**src/logic/mie_pkg.sv**
```systemverilog
// package: constants, opcodes and state carrier of the execution datapath subset
package mie_pkg;

	// apb byte addresses of the registers
	localparam logic [7:0] MIE_OFS_EXEC = 8'h00;
	localparam logic [7:0] MIE_OFS_WORK = 8'h04;
	localparam logic [7:0] MIE_OFS_STAT = 8'h08;
	localparam logic [7:0] MIE_OFS_TPTR = 8'h0C;
	localparam logic [7:0] MIE_OFS_THI = 8'h10;
	localparam logic [7:0] MIE_OFS_PAGE = 8'h14;
	localparam logic [7:0] MIE_OFS_MADR = 8'h18;
	localparam logic [7:0] MIE_OFS_MDAT = 8'h1C;

	// exec register field positions
	localparam int MIE_EX_OP_LSB = 0;
	localparam int MIE_EX_ADR_LSB = 4;
	localparam int MIE_EX_BIT_LSB = 12;
	localparam int MIE_EX_IMM_LSB = 16;

	// status register bit positions
	localparam int MIE_ST_C = 0;
	localparam int MIE_ST_AC = 1;
	localparam int MIE_ST_Z = 2;
	localparam int MIE_ST_OV = 3;
	localparam int MIE_ST_BUSY = 4;
	localparam int MIE_ST_SKIP = 5;

	// widths and reset values
	localparam int MIE_PAGE_W = 4;
	localparam int MIE_PWORD_W = 15;
	localparam logic [7:0] MIE_BYTE_RST = 8'h00;
	localparam logic [MIE_PAGE_W-1:0] MIE_LAST_PAGE = 4'hF;
	localparam logic [31:0] MIE_RD_ZERO = 32'h0000_0000;

	// operation codes written into the exec register
	typedef enum logic [3:0] {
		MIE_OP_NOP = 4'h0,
		MIE_OP_SUB_MEM = 4'h1,
		MIE_OP_SUB_IMM = 4'h2,
		MIE_OP_SWAP_MEM = 4'h3,
		MIE_OP_SWAP_WORK = 4'h4,
		MIE_OP_SKIP_NULL = 4'h5,
		MIE_OP_COPY_SKIP = 4'h6,
		MIE_OP_BIT_SKIP = 4'h7,
		MIE_OP_TBL_CUR = 4'h8,
		MIE_OP_TBL_LAST = 4'h9,
		MIE_OP_XOR_WORK = 4'hA,
		MIE_OP_XOR_MEM = 4'hB,
		MIE_OP_XOR_IMM = 4'hC
	} mie_op_t;

	typedef enum logic [1:0] {
		MIE_ST_IDLE,
		MIE_ST_EXEC,
		MIE_ST_TWAIT,
		MIE_ST_DUMMY
	} mie_state_t;

	// status flags
	typedef struct packed {
		logic ov;
		logic z;
		logic ac;
		logic c;
	} mie_flags_t;

	// decoded instruction
	typedef struct packed {
		mie_op_t op;
		logic [7:0] adr;
		logic [2:0] bsel;
		logic [7:0] imm;
	} mie_instr_t;

	// apb slave inputs
	typedef struct packed {
		logic psel;
		logic penable;
		logic pwrite;
		logic [7:0] paddr;
		logic [31:0] pwdata;
	} mie_apb_req_t;

	// apb slave answer
	typedef struct packed {
		logic pready;
		logic pslverr;
		logic [31:0] prdata;
	} mie_apb_rsp_t;

	// whole state of the datapath
	typedef struct packed {
		mie_state_t st;
		mie_instr_t ins;
		logic [7:0] work;
		mie_flags_t fl;
		logic [7:0] tptr;
		logic [6:0] thi;
		logic [MIE_PAGE_W-1:0] page;
		logic [7:0] madr;
		logic skip_pulse;
		logic last_skip;
		logic [MIE_PAGE_W+7:0] paddr;
		logic prd;
	} mie_regs_t;

endpackage

```
**src/logic/mie_exec.sv**
```systemverilog
// module: execution datapath for subtract, swap, zero skip, table read and xor
//
// Decided for this implementation: the register addresses and the APB register port.

// How it works
// - memory subtract: work plus inverted byte plus one, back to memory, four flags
// - immediate subtract: work plus inverted immediate plus one into work, four flags
// - memory swap exchanges nibbles of the addressed byte, flags kept
// - swap to work: upper nibble to low bits, lower to high, memory kept
// - skip on null byte: discard next, dummy cycle, two cycles; else one
// - copy byte into work, skip with dummy cycle when it is zero
// - bit test skips with dummy cycle when selected bit is zero, flags kept
// - current page table read: low byte to memory, high part to high latch
// - last page table read: same, but from the final page
// - xor work with memory byte into work, only zero flag changes
// - xor memory byte with work back into memory, only zero flag
// - xor work with immediate into work, only zero flag
module mie_exec #(
	parameter int DMEM_DEPTH = 224
) (
	// clock and reset
	input wire logic clk_i,
	input wire logic reset_n_i,
	// apb slave
	input wire mie_pkg::mie_apb_req_t apb_i,
	output mie_pkg::mie_apb_rsp_t apb_o,
	// program memory read port, data one cycle after the strobe
	output logic [mie_pkg::MIE_PAGE_W+7:0] prog_addr_o,
	output logic prog_rd_o,
	input wire logic [mie_pkg::MIE_PWORD_W-1:0] prog_data_i,
	// sequencing status
	output logic skip_o,
	output logic dummy_o,
	output logic busy_o
);
	import mie_pkg::*;

	mie_regs_t r_q;
	mie_regs_t r_d;
	logic [7:0] dmem [DMEM_DEPTH];

	logic mem_we;
	logic [7:0] mem_wa;
	logic [7:0] mem_wd;

	// operand byte, read at the instruction address; out of range reads zero
	logic [7:0] opnd;
	logic [7:0] apb_mem;
	always_comb begin
		opnd = MIE_BYTE_RST;
		apb_mem = MIE_BYTE_RST;
		if (int'(r_q.ins.adr) < DMEM_DEPTH) begin
			opnd = dmem[r_q.ins.adr];
		end
		if (int'(r_q.madr) < DMEM_DEPTH) begin
			apb_mem = dmem[r_q.madr];
		end
	end

	// subtract as addition of the inverted operand plus one
	logic [7:0] sub_b;
	logic [8:0] sub_sum;
	logic [4:0] sub_lo;
	mie_flags_t sub_fl;
	always_comb begin
		sub_b = (r_q.ins.op == MIE_OP_SUB_IMM) ? ~r_q.ins.imm : ~opnd;
		sub_sum = {1'b0, r_q.work} + {1'b0, sub_b} + 9'h001;
		sub_lo = {1'b0, r_q.work[3:0]} + {1'b0, sub_b[3:0]} + 5'h01;
		sub_fl.c = sub_sum[8];
		sub_fl.ac = sub_lo[4];
		// overflow when both addends share a sign the result does not
		sub_fl.ov = (r_q.work[7] == sub_b[7]) && (sub_sum[7] != r_q.work[7]);
		sub_fl.z = (sub_sum[7:0] == MIE_BYTE_RST);
	end

	// apb decode; every access waits while an instruction is in flight
	logic acc;
	logic wr;
	logic mapped;
	always_comb begin
		acc = apb_i.psel && apb_i.penable && (r_q.st == MIE_ST_IDLE);
		wr = acc && apb_i.pwrite;
		// one item per register so a new offset cannot be forgotten here
		case (apb_i.paddr)
			MIE_OFS_EXEC: begin
				mapped = 1'b1;
			end
			MIE_OFS_WORK: begin
				mapped = 1'b1;
			end
			MIE_OFS_STAT: begin
				mapped = 1'b1;
			end
			MIE_OFS_TPTR: begin
				mapped = 1'b1;
			end
			MIE_OFS_THI: begin
				mapped = 1'b1; // read only, writes are dropped
			end
			MIE_OFS_PAGE: begin
				mapped = 1'b1;
			end
			MIE_OFS_MADR: begin
				mapped = 1'b1;
			end
			MIE_OFS_MDAT: begin
				mapped = 1'b1;
			end
			default: begin
				mapped = 1'b0;
			end
		endcase
		apb_o.pready = (r_q.st == MIE_ST_IDLE);
		apb_o.pslverr = apb_o.pready && apb_i.psel && apb_i.penable && !mapped;
		apb_o.prdata = MIE_RD_ZERO;
		if (acc && !apb_i.pwrite) begin
			case (apb_i.paddr)
				MIE_OFS_WORK: begin
					apb_o.prdata[7:0] = r_q.work;
				end
				MIE_OFS_STAT: begin
					apb_o.prdata[MIE_ST_C] = r_q.fl.c;
					apb_o.prdata[MIE_ST_AC] = r_q.fl.ac;
					apb_o.prdata[MIE_ST_Z] = r_q.fl.z;
					apb_o.prdata[MIE_ST_OV] = r_q.fl.ov;
					apb_o.prdata[MIE_ST_BUSY] = 1'b0;
					apb_o.prdata[MIE_ST_SKIP] = r_q.last_skip;
				end
				MIE_OFS_TPTR: begin
					apb_o.prdata[7:0] = r_q.tptr;
				end
				MIE_OFS_THI: begin
					apb_o.prdata[6:0] = r_q.thi;
				end
				MIE_OFS_PAGE: begin
					apb_o.prdata[MIE_PAGE_W-1:0] = r_q.page;
				end
				MIE_OFS_MADR: begin
					apb_o.prdata[7:0] = r_q.madr;
				end
				MIE_OFS_MDAT: begin
					apb_o.prdata[7:0] = apb_mem; // memory byte at the pointer
				end
				default: begin
					apb_o.prdata = MIE_RD_ZERO;
				end
			endcase
		end
	end

	// next state: register writes, instruction sequencing, datapath results
	logic [7:0] xr;
	logic do_skip;
	always_comb begin
		r_d = r_q;
		r_d.skip_pulse = 1'b0;
		r_d.prd = 1'b0;
		mem_we = 1'b0;
		mem_wa = r_q.ins.adr;
		mem_wd = MIE_BYTE_RST;
		xr = r_q.work ^ ((r_q.ins.op == MIE_OP_XOR_IMM) ? r_q.ins.imm : opnd);
		do_skip = 1'b0;
		if (wr) begin
			case (apb_i.paddr)
				MIE_OFS_EXEC: begin
					r_d.ins.op = mie_op_t'(apb_i.pwdata[MIE_EX_OP_LSB +: 4]);
					r_d.ins.adr = apb_i.pwdata[MIE_EX_ADR_LSB +: 8];
					r_d.ins.bsel = apb_i.pwdata[MIE_EX_BIT_LSB +: 3];
					r_d.ins.imm = apb_i.pwdata[MIE_EX_IMM_LSB +: 8];
					r_d.st = MIE_ST_EXEC;
				end
				MIE_OFS_WORK: begin
					r_d.work = apb_i.pwdata[7:0];
				end
				MIE_OFS_STAT: begin
					r_d.fl.c = apb_i.pwdata[MIE_ST_C];
					r_d.fl.ac = apb_i.pwdata[MIE_ST_AC];
					r_d.fl.z = apb_i.pwdata[MIE_ST_Z];
					r_d.fl.ov = apb_i.pwdata[MIE_ST_OV];
				end
				MIE_OFS_TPTR: begin
					r_d.tptr = apb_i.pwdata[7:0];
				end
				MIE_OFS_PAGE: begin
					r_d.page = apb_i.pwdata[MIE_PAGE_W-1:0];
				end
				MIE_OFS_MADR: begin
					r_d.madr = apb_i.pwdata[7:0];
				end
				MIE_OFS_MDAT: begin
					mem_we = 1'b1;
					mem_wa = r_q.madr;
					mem_wd = apb_i.pwdata[7:0];
				end
				default: begin
					r_d.st = r_q.st; // high latch and unmapped: no effect
				end
			endcase
		end
		case (r_q.st)
			MIE_ST_IDLE: begin
				r_d.skip_pulse = 1'b0;
			end
			MIE_ST_EXEC: begin
				r_d.st = MIE_ST_IDLE;
				case (r_q.ins.op)
					MIE_OP_SUB_MEM: begin
						mem_we = 1'b1;
						mem_wd = sub_sum[7:0];
						r_d.fl = sub_fl;
					end
					MIE_OP_SUB_IMM: begin
						r_d.work = sub_sum[7:0];
						r_d.fl = sub_fl;
					end
					MIE_OP_SWAP_MEM: begin
						mem_we = 1'b1;
						mem_wd = {opnd[3:0], opnd[7:4]};
					end
					MIE_OP_SWAP_WORK: begin
						r_d.work = {opnd[3:0], opnd[7:4]};
					end
					MIE_OP_SKIP_NULL: begin
						do_skip = (opnd == MIE_BYTE_RST);
					end
					MIE_OP_COPY_SKIP: begin
						r_d.work = opnd;
						do_skip = (opnd == MIE_BYTE_RST);
					end
					MIE_OP_BIT_SKIP: begin
						do_skip = !opnd[r_q.ins.bsel];
					end
					MIE_OP_TBL_CUR: begin
						r_d.paddr = {r_q.page, r_q.tptr};
						r_d.prd = 1'b1;
						r_d.st = MIE_ST_TWAIT;
					end
					MIE_OP_TBL_LAST: begin
						r_d.paddr = {MIE_LAST_PAGE, r_q.tptr};
						r_d.prd = 1'b1;
						r_d.st = MIE_ST_TWAIT;
					end
					MIE_OP_XOR_WORK, MIE_OP_XOR_IMM: begin
						r_d.work = xr;
						r_d.fl.z = (xr == MIE_BYTE_RST);
					end
					MIE_OP_XOR_MEM: begin
						mem_we = 1'b1;
						mem_wd = xr;
						r_d.fl.z = (xr == MIE_BYTE_RST);
					end
					default: begin
						r_d.st = MIE_ST_IDLE; // unused codes act as a one cycle no-op
					end
				endcase
				// the fetched next instruction is thrown away and one dummy cycle follows
				if (do_skip) begin
					r_d.skip_pulse = 1'b1;
					r_d.st = MIE_ST_DUMMY;
				end
				r_d.last_skip = do_skip;
			end
			MIE_ST_TWAIT: begin
				// the strobe cycle passes first; the rom word is valid one cycle later
				if (!r_q.prd) begin
					// low byte to memory, upper seven bits latched
					mem_we = 1'b1;
					mem_wd = prog_data_i[7:0];
					r_d.thi = prog_data_i[MIE_PWORD_W-1:8];
					r_d.st = MIE_ST_IDLE;
				end
			end
			MIE_ST_DUMMY: begin
				r_d.st = MIE_ST_IDLE;
			end
			default: begin
				r_d.st = MIE_ST_IDLE;
			end
		endcase
	end

	// state register
	always_ff @(posedge clk_i or negedge reset_n_i) begin
		if (!reset_n_i) begin
			r_q <= '0;
		end else begin
			r_q <= r_d;
		end
	end

	// data memory has no reset: contents are undefined until written
	always_ff @(posedge clk_i) begin
		if (mem_we && (int'(mem_wa) < DMEM_DEPTH)) begin
			dmem[mem_wa] <= mem_wd;
		end
	end

	// outputs from state flops; address, strobe and skip direct, dummy and busy decoded from the state
	assign prog_addr_o = r_q.paddr;
	assign prog_rd_o = r_q.prd;
	assign skip_o = r_q.skip_pulse;
	assign dummy_o = (r_q.st == MIE_ST_DUMMY);
	assign busy_o = (r_q.st != MIE_ST_IDLE);

endmodule

```
**config.mk**
```make
export PLATFORM = sky130hd
export DESIGN_NAME = mie_exec
export DESIGN_NICKNAME = d
export VERILOG_FILES = /design/src/logic/mie_pkg.sv /design/src/logic/mie_exec.sv
export SDC_FILE = /design/constraint.sdc
export NUM_CORES = 2
export LEC_CHECK = 0
export BUFFER_PORTS_ARGS = -buffer_cell sky130_fd_sc_hd__buf_2
export CORE_MARGIN = 10
export CORE_UTILIZATION = 65
export DETAILED_ROUTE_END_ITERATION = 8
export PLACE_DENSITY = 0.79
export SYNTH_ARGS = -nofsm -noshare
export SYNTH_HDL_FRONTEND = slang
export SYNTH_SLANG_ARGS = --single-unit
```
**constraint.sdc**
```tcl
create_clock -name clk_i -period 42.2 [get_ports clk_i]
set_input_delay 4.22 -clock clk_i [delete_from_list [all_inputs] [get_ports clk_i]]
set_output_delay 4.22 -clock clk_i [all_outputs]
set_load 0.01 [all_outputs]
```
==> results.json <==
{
  "vias": 53100,
  "critPathMostFrequentCell": "mux4_2",
  "finalSetupViolCount": 0,
  "ios": 110,
  "most-common-layout-cells": "edfxtp_1, mux4_2, nor2_1",
  "postRouteWirelength_um": 270000,
  "outcome": "complete, no violations",
  "combPwrFrac": 0.025,
  "place_ws_ns": 30.98,
  "dp.cells": 6333,
  "synth_top_flop_cell": "edfxtp_1",
  "post_cts_buffers": 0,
  "cts_tree": "yes",
  "synth_top_area_frac": 0.601,
  "numCtsBuffers": 187,
  "wire_per_inst_um": 40.3,
  "grt_first_pass_wirelength_um": 385000,
  "maxCapViolations": 0,
  "worst_pin_slew_ns": 1.39,
  "port_buffers": 76,
  "path_class": "flip-flop to output port",
  "slew_headroom": 0.0681,
  "cp-end-kind": "output port",
  "power_frac_clock": 0.437,
  "fillCellCount": 8089,
  "gp_congestion": 0.948,
  "p_seq_frac": 0.538,
  "slowest_stage": "dfrtp_4",
  "dieHeight_um": 391,
  "ir_worst_vdd_mv": 0.0391,
  "grt_usage": 0.355,
  "grt_pass1_vias": 52700,
  "cts_max_level": 4,
  "hold_viol": 0,
  "p_int_mw": 2.94,
  "period_share": 0.274,
  "rsz0062_at_grt": "false",
  "clk_path_buf_depth": 3,
  "die_area_um2": 153000,
  "drive_gt1_frac": 0.313,
  "cts.clk_slew.worst_paths_ns": 0.06,
  "drv_slew": 0,
  "async_flop_share": 0.0422,
  "worstPathCellList": "buf_4, buf_4, buf_4, mux4_2, mux4_2, mux4_2, mux4_2, a221oi_1, a2111oi_0, buf_2",
  "fp-row-count": 136,
  "wl_met2_um": 121000,
  "cts-root-buf": "clkbuf_16",
  "ys_ff_latch": 1871,
  "synthTopCellsByArea": "edfxtp_1, mux4_2, mux2i_1",
  "hold_buffers": 0,
  "holdCritPathClass": "flip-flop to flip-flop",
  "clock.fmax_ghz": 0.0865,
  "cp_data_arrival_time_ns": 7.34,
  "swShare": 0.212,
  "required_ns": 37.98,
  "grt_overflow": 0,
  "wl_met1_um": 89700,
  "cts.sinks": 1871,
  "ant_nets": 0,
  "coreArea_um2": 137000,
  "area_growth_pct": 8.39,
  "crit_path_start_kind": "flip-flop",
  "worstSkewPairLatency_ns": 0.86,
  "fin_ws_ns": 30.64,
  "vias_per_cell": 7.94,
  "synth.avg_cell_area_um2": 18.9,
  "start_util": 0.653,
  "dr.pass1.iters": 6,
  "syn_area_um2": 89600,
  "final_common_cell": "edfxtp_1",
  "grt_max_degree": 225,
  "fin_worst_skew_ns": 0.0532,
  "finalSetupTns_ns": 0,
  "cp_max_fo": 42,
  "drc": 0,
  "fin_crit_ns": 11.56,
  "power-per-cell-area_nw_per_um2": 38.4,
  "syn_inst": 4742,
  "nNetsFinal": 4801,
  "crit_path_max_incr_delay_ns": 0.97,
  "top_layer": "met5",
  "hold_slack_ns": 0.501,
  "synth_edf_count": 1792,
  "finalPower_mw": 3.73,
  "wl_met3_um": 42500,
  "p_switching_mw": 0.792,
  "synth-seq-area-share": 0.623,
  "cts_resized": 0,
  "yosysWarnings": 0,
  "die_width_um": 391,
  "utilization": 0.708,
  "leakage_nw": 24.8,
  "antenna_found_initial": 15,
  "hpwl_um": 165000,
  "ys_types": 85,
  "yosys.area.top_type": "edfxtp_1",
  "layoutNonFillerInstCount": 6688,
  "drt_iter0_drc": 8968,
  "dpl_cell_area_um2": 91200,
  "final_cell_area_um2": 97100
}
logic make-up after synthesis:
logic type,synth area share
adder cells (fa/ha/maj),0.00190
other,0.0000419
multiplexers,0.280
XOR/XNOR,0.00166
buffers and inverters,0.0259
AO/OA/AOI/OAI,0.0348
flip-flops,0.623
AND/OR/NAND/NOR,0.0327
state kept, by name, indices dropped and copies added, names as in the netlist:
name,count
prog_addr_o,12
dmem,1792
skip_o,1
r_q,65
prog_rd_o,1
worst max-delay path: cells and delay by family, from the launching register on:
family          cells  cell delay [ns]
buf+inv             4             2.44
mux                 4             2.44
flops               1             0.97
compound gates      2             0.47
synth_stat cells (42+ instances only):
cell and n:
a21oi_1 103, dfrtp_1 79, buf_4 63, mux2i_1 239, o21ai_0 65, nand3_1 42
mux2_2 67, mux4_2 973, a22oi_1 94, clkbuf_1 189, buf_2 86, nand2_1 210
nor2_1 293, edfxtp_1 1792
routing by layer:
metal | vias to the layer above | GRT usage
li1 | 20100 | -
met1 | 27400 | 0.480
met2 | 4813 | 0.514
met3 | 866 | 0.126
met4 | 12 | 0.183
met5 | - | 0.00470
power by group through the flow:
stage | sequential, mW | clock [mW] | combinational [mW]
floorplan | 2.05 | 0 | 0.0577
global placement | 2.05 | 0 | 0.0877
detailed placement | 2.05 | 0 | 0.0880
CTS | 2.01 | 1.63 | 0.0886
global route | 2.01 | 1.70 | 0.0944
finish | 2.01 | 1.63 | 0.0924
layout make-up:
class	count	area [µm²]	area share
diodes	10	25.0	0.000258
clock buffers	249	5060	0.0521
clock inverters	96	826	0.00851
inverters	22	87.6	0.000902
multi-input cells	2462	31700	0.327
flip-flops and latches	1871	55800	0.575
well taps	1794	2240	0.0231
repair buffers	184	1310	0.0135
worst paths after layout:
| path | start | slack (ns) | end | cells after the start |
|---|---|---|---|---|
| min in group asynchronous | reset_n_i | 3.53 | r_q[65] | 1 |
| max in group asynchronous | reset_n_i | 37.84 | r_q[67] | 1 |
| worst max register to register | r_q[66] | 31.70 | dmem[93][5] | 22 |
| worst min-delay path | prog_addr_o[5] | 0.50 | prog_addr_o[5] | 1 |
| worst max-delay path | r_q[15] | 30.64 | apb_o[7] | 10 |
| worst min register to register | prog_addr_o[5] | 0.50 | prog_addr_o[5] | 1 |
Note: power is estimated with default switching activity, not from simulation.
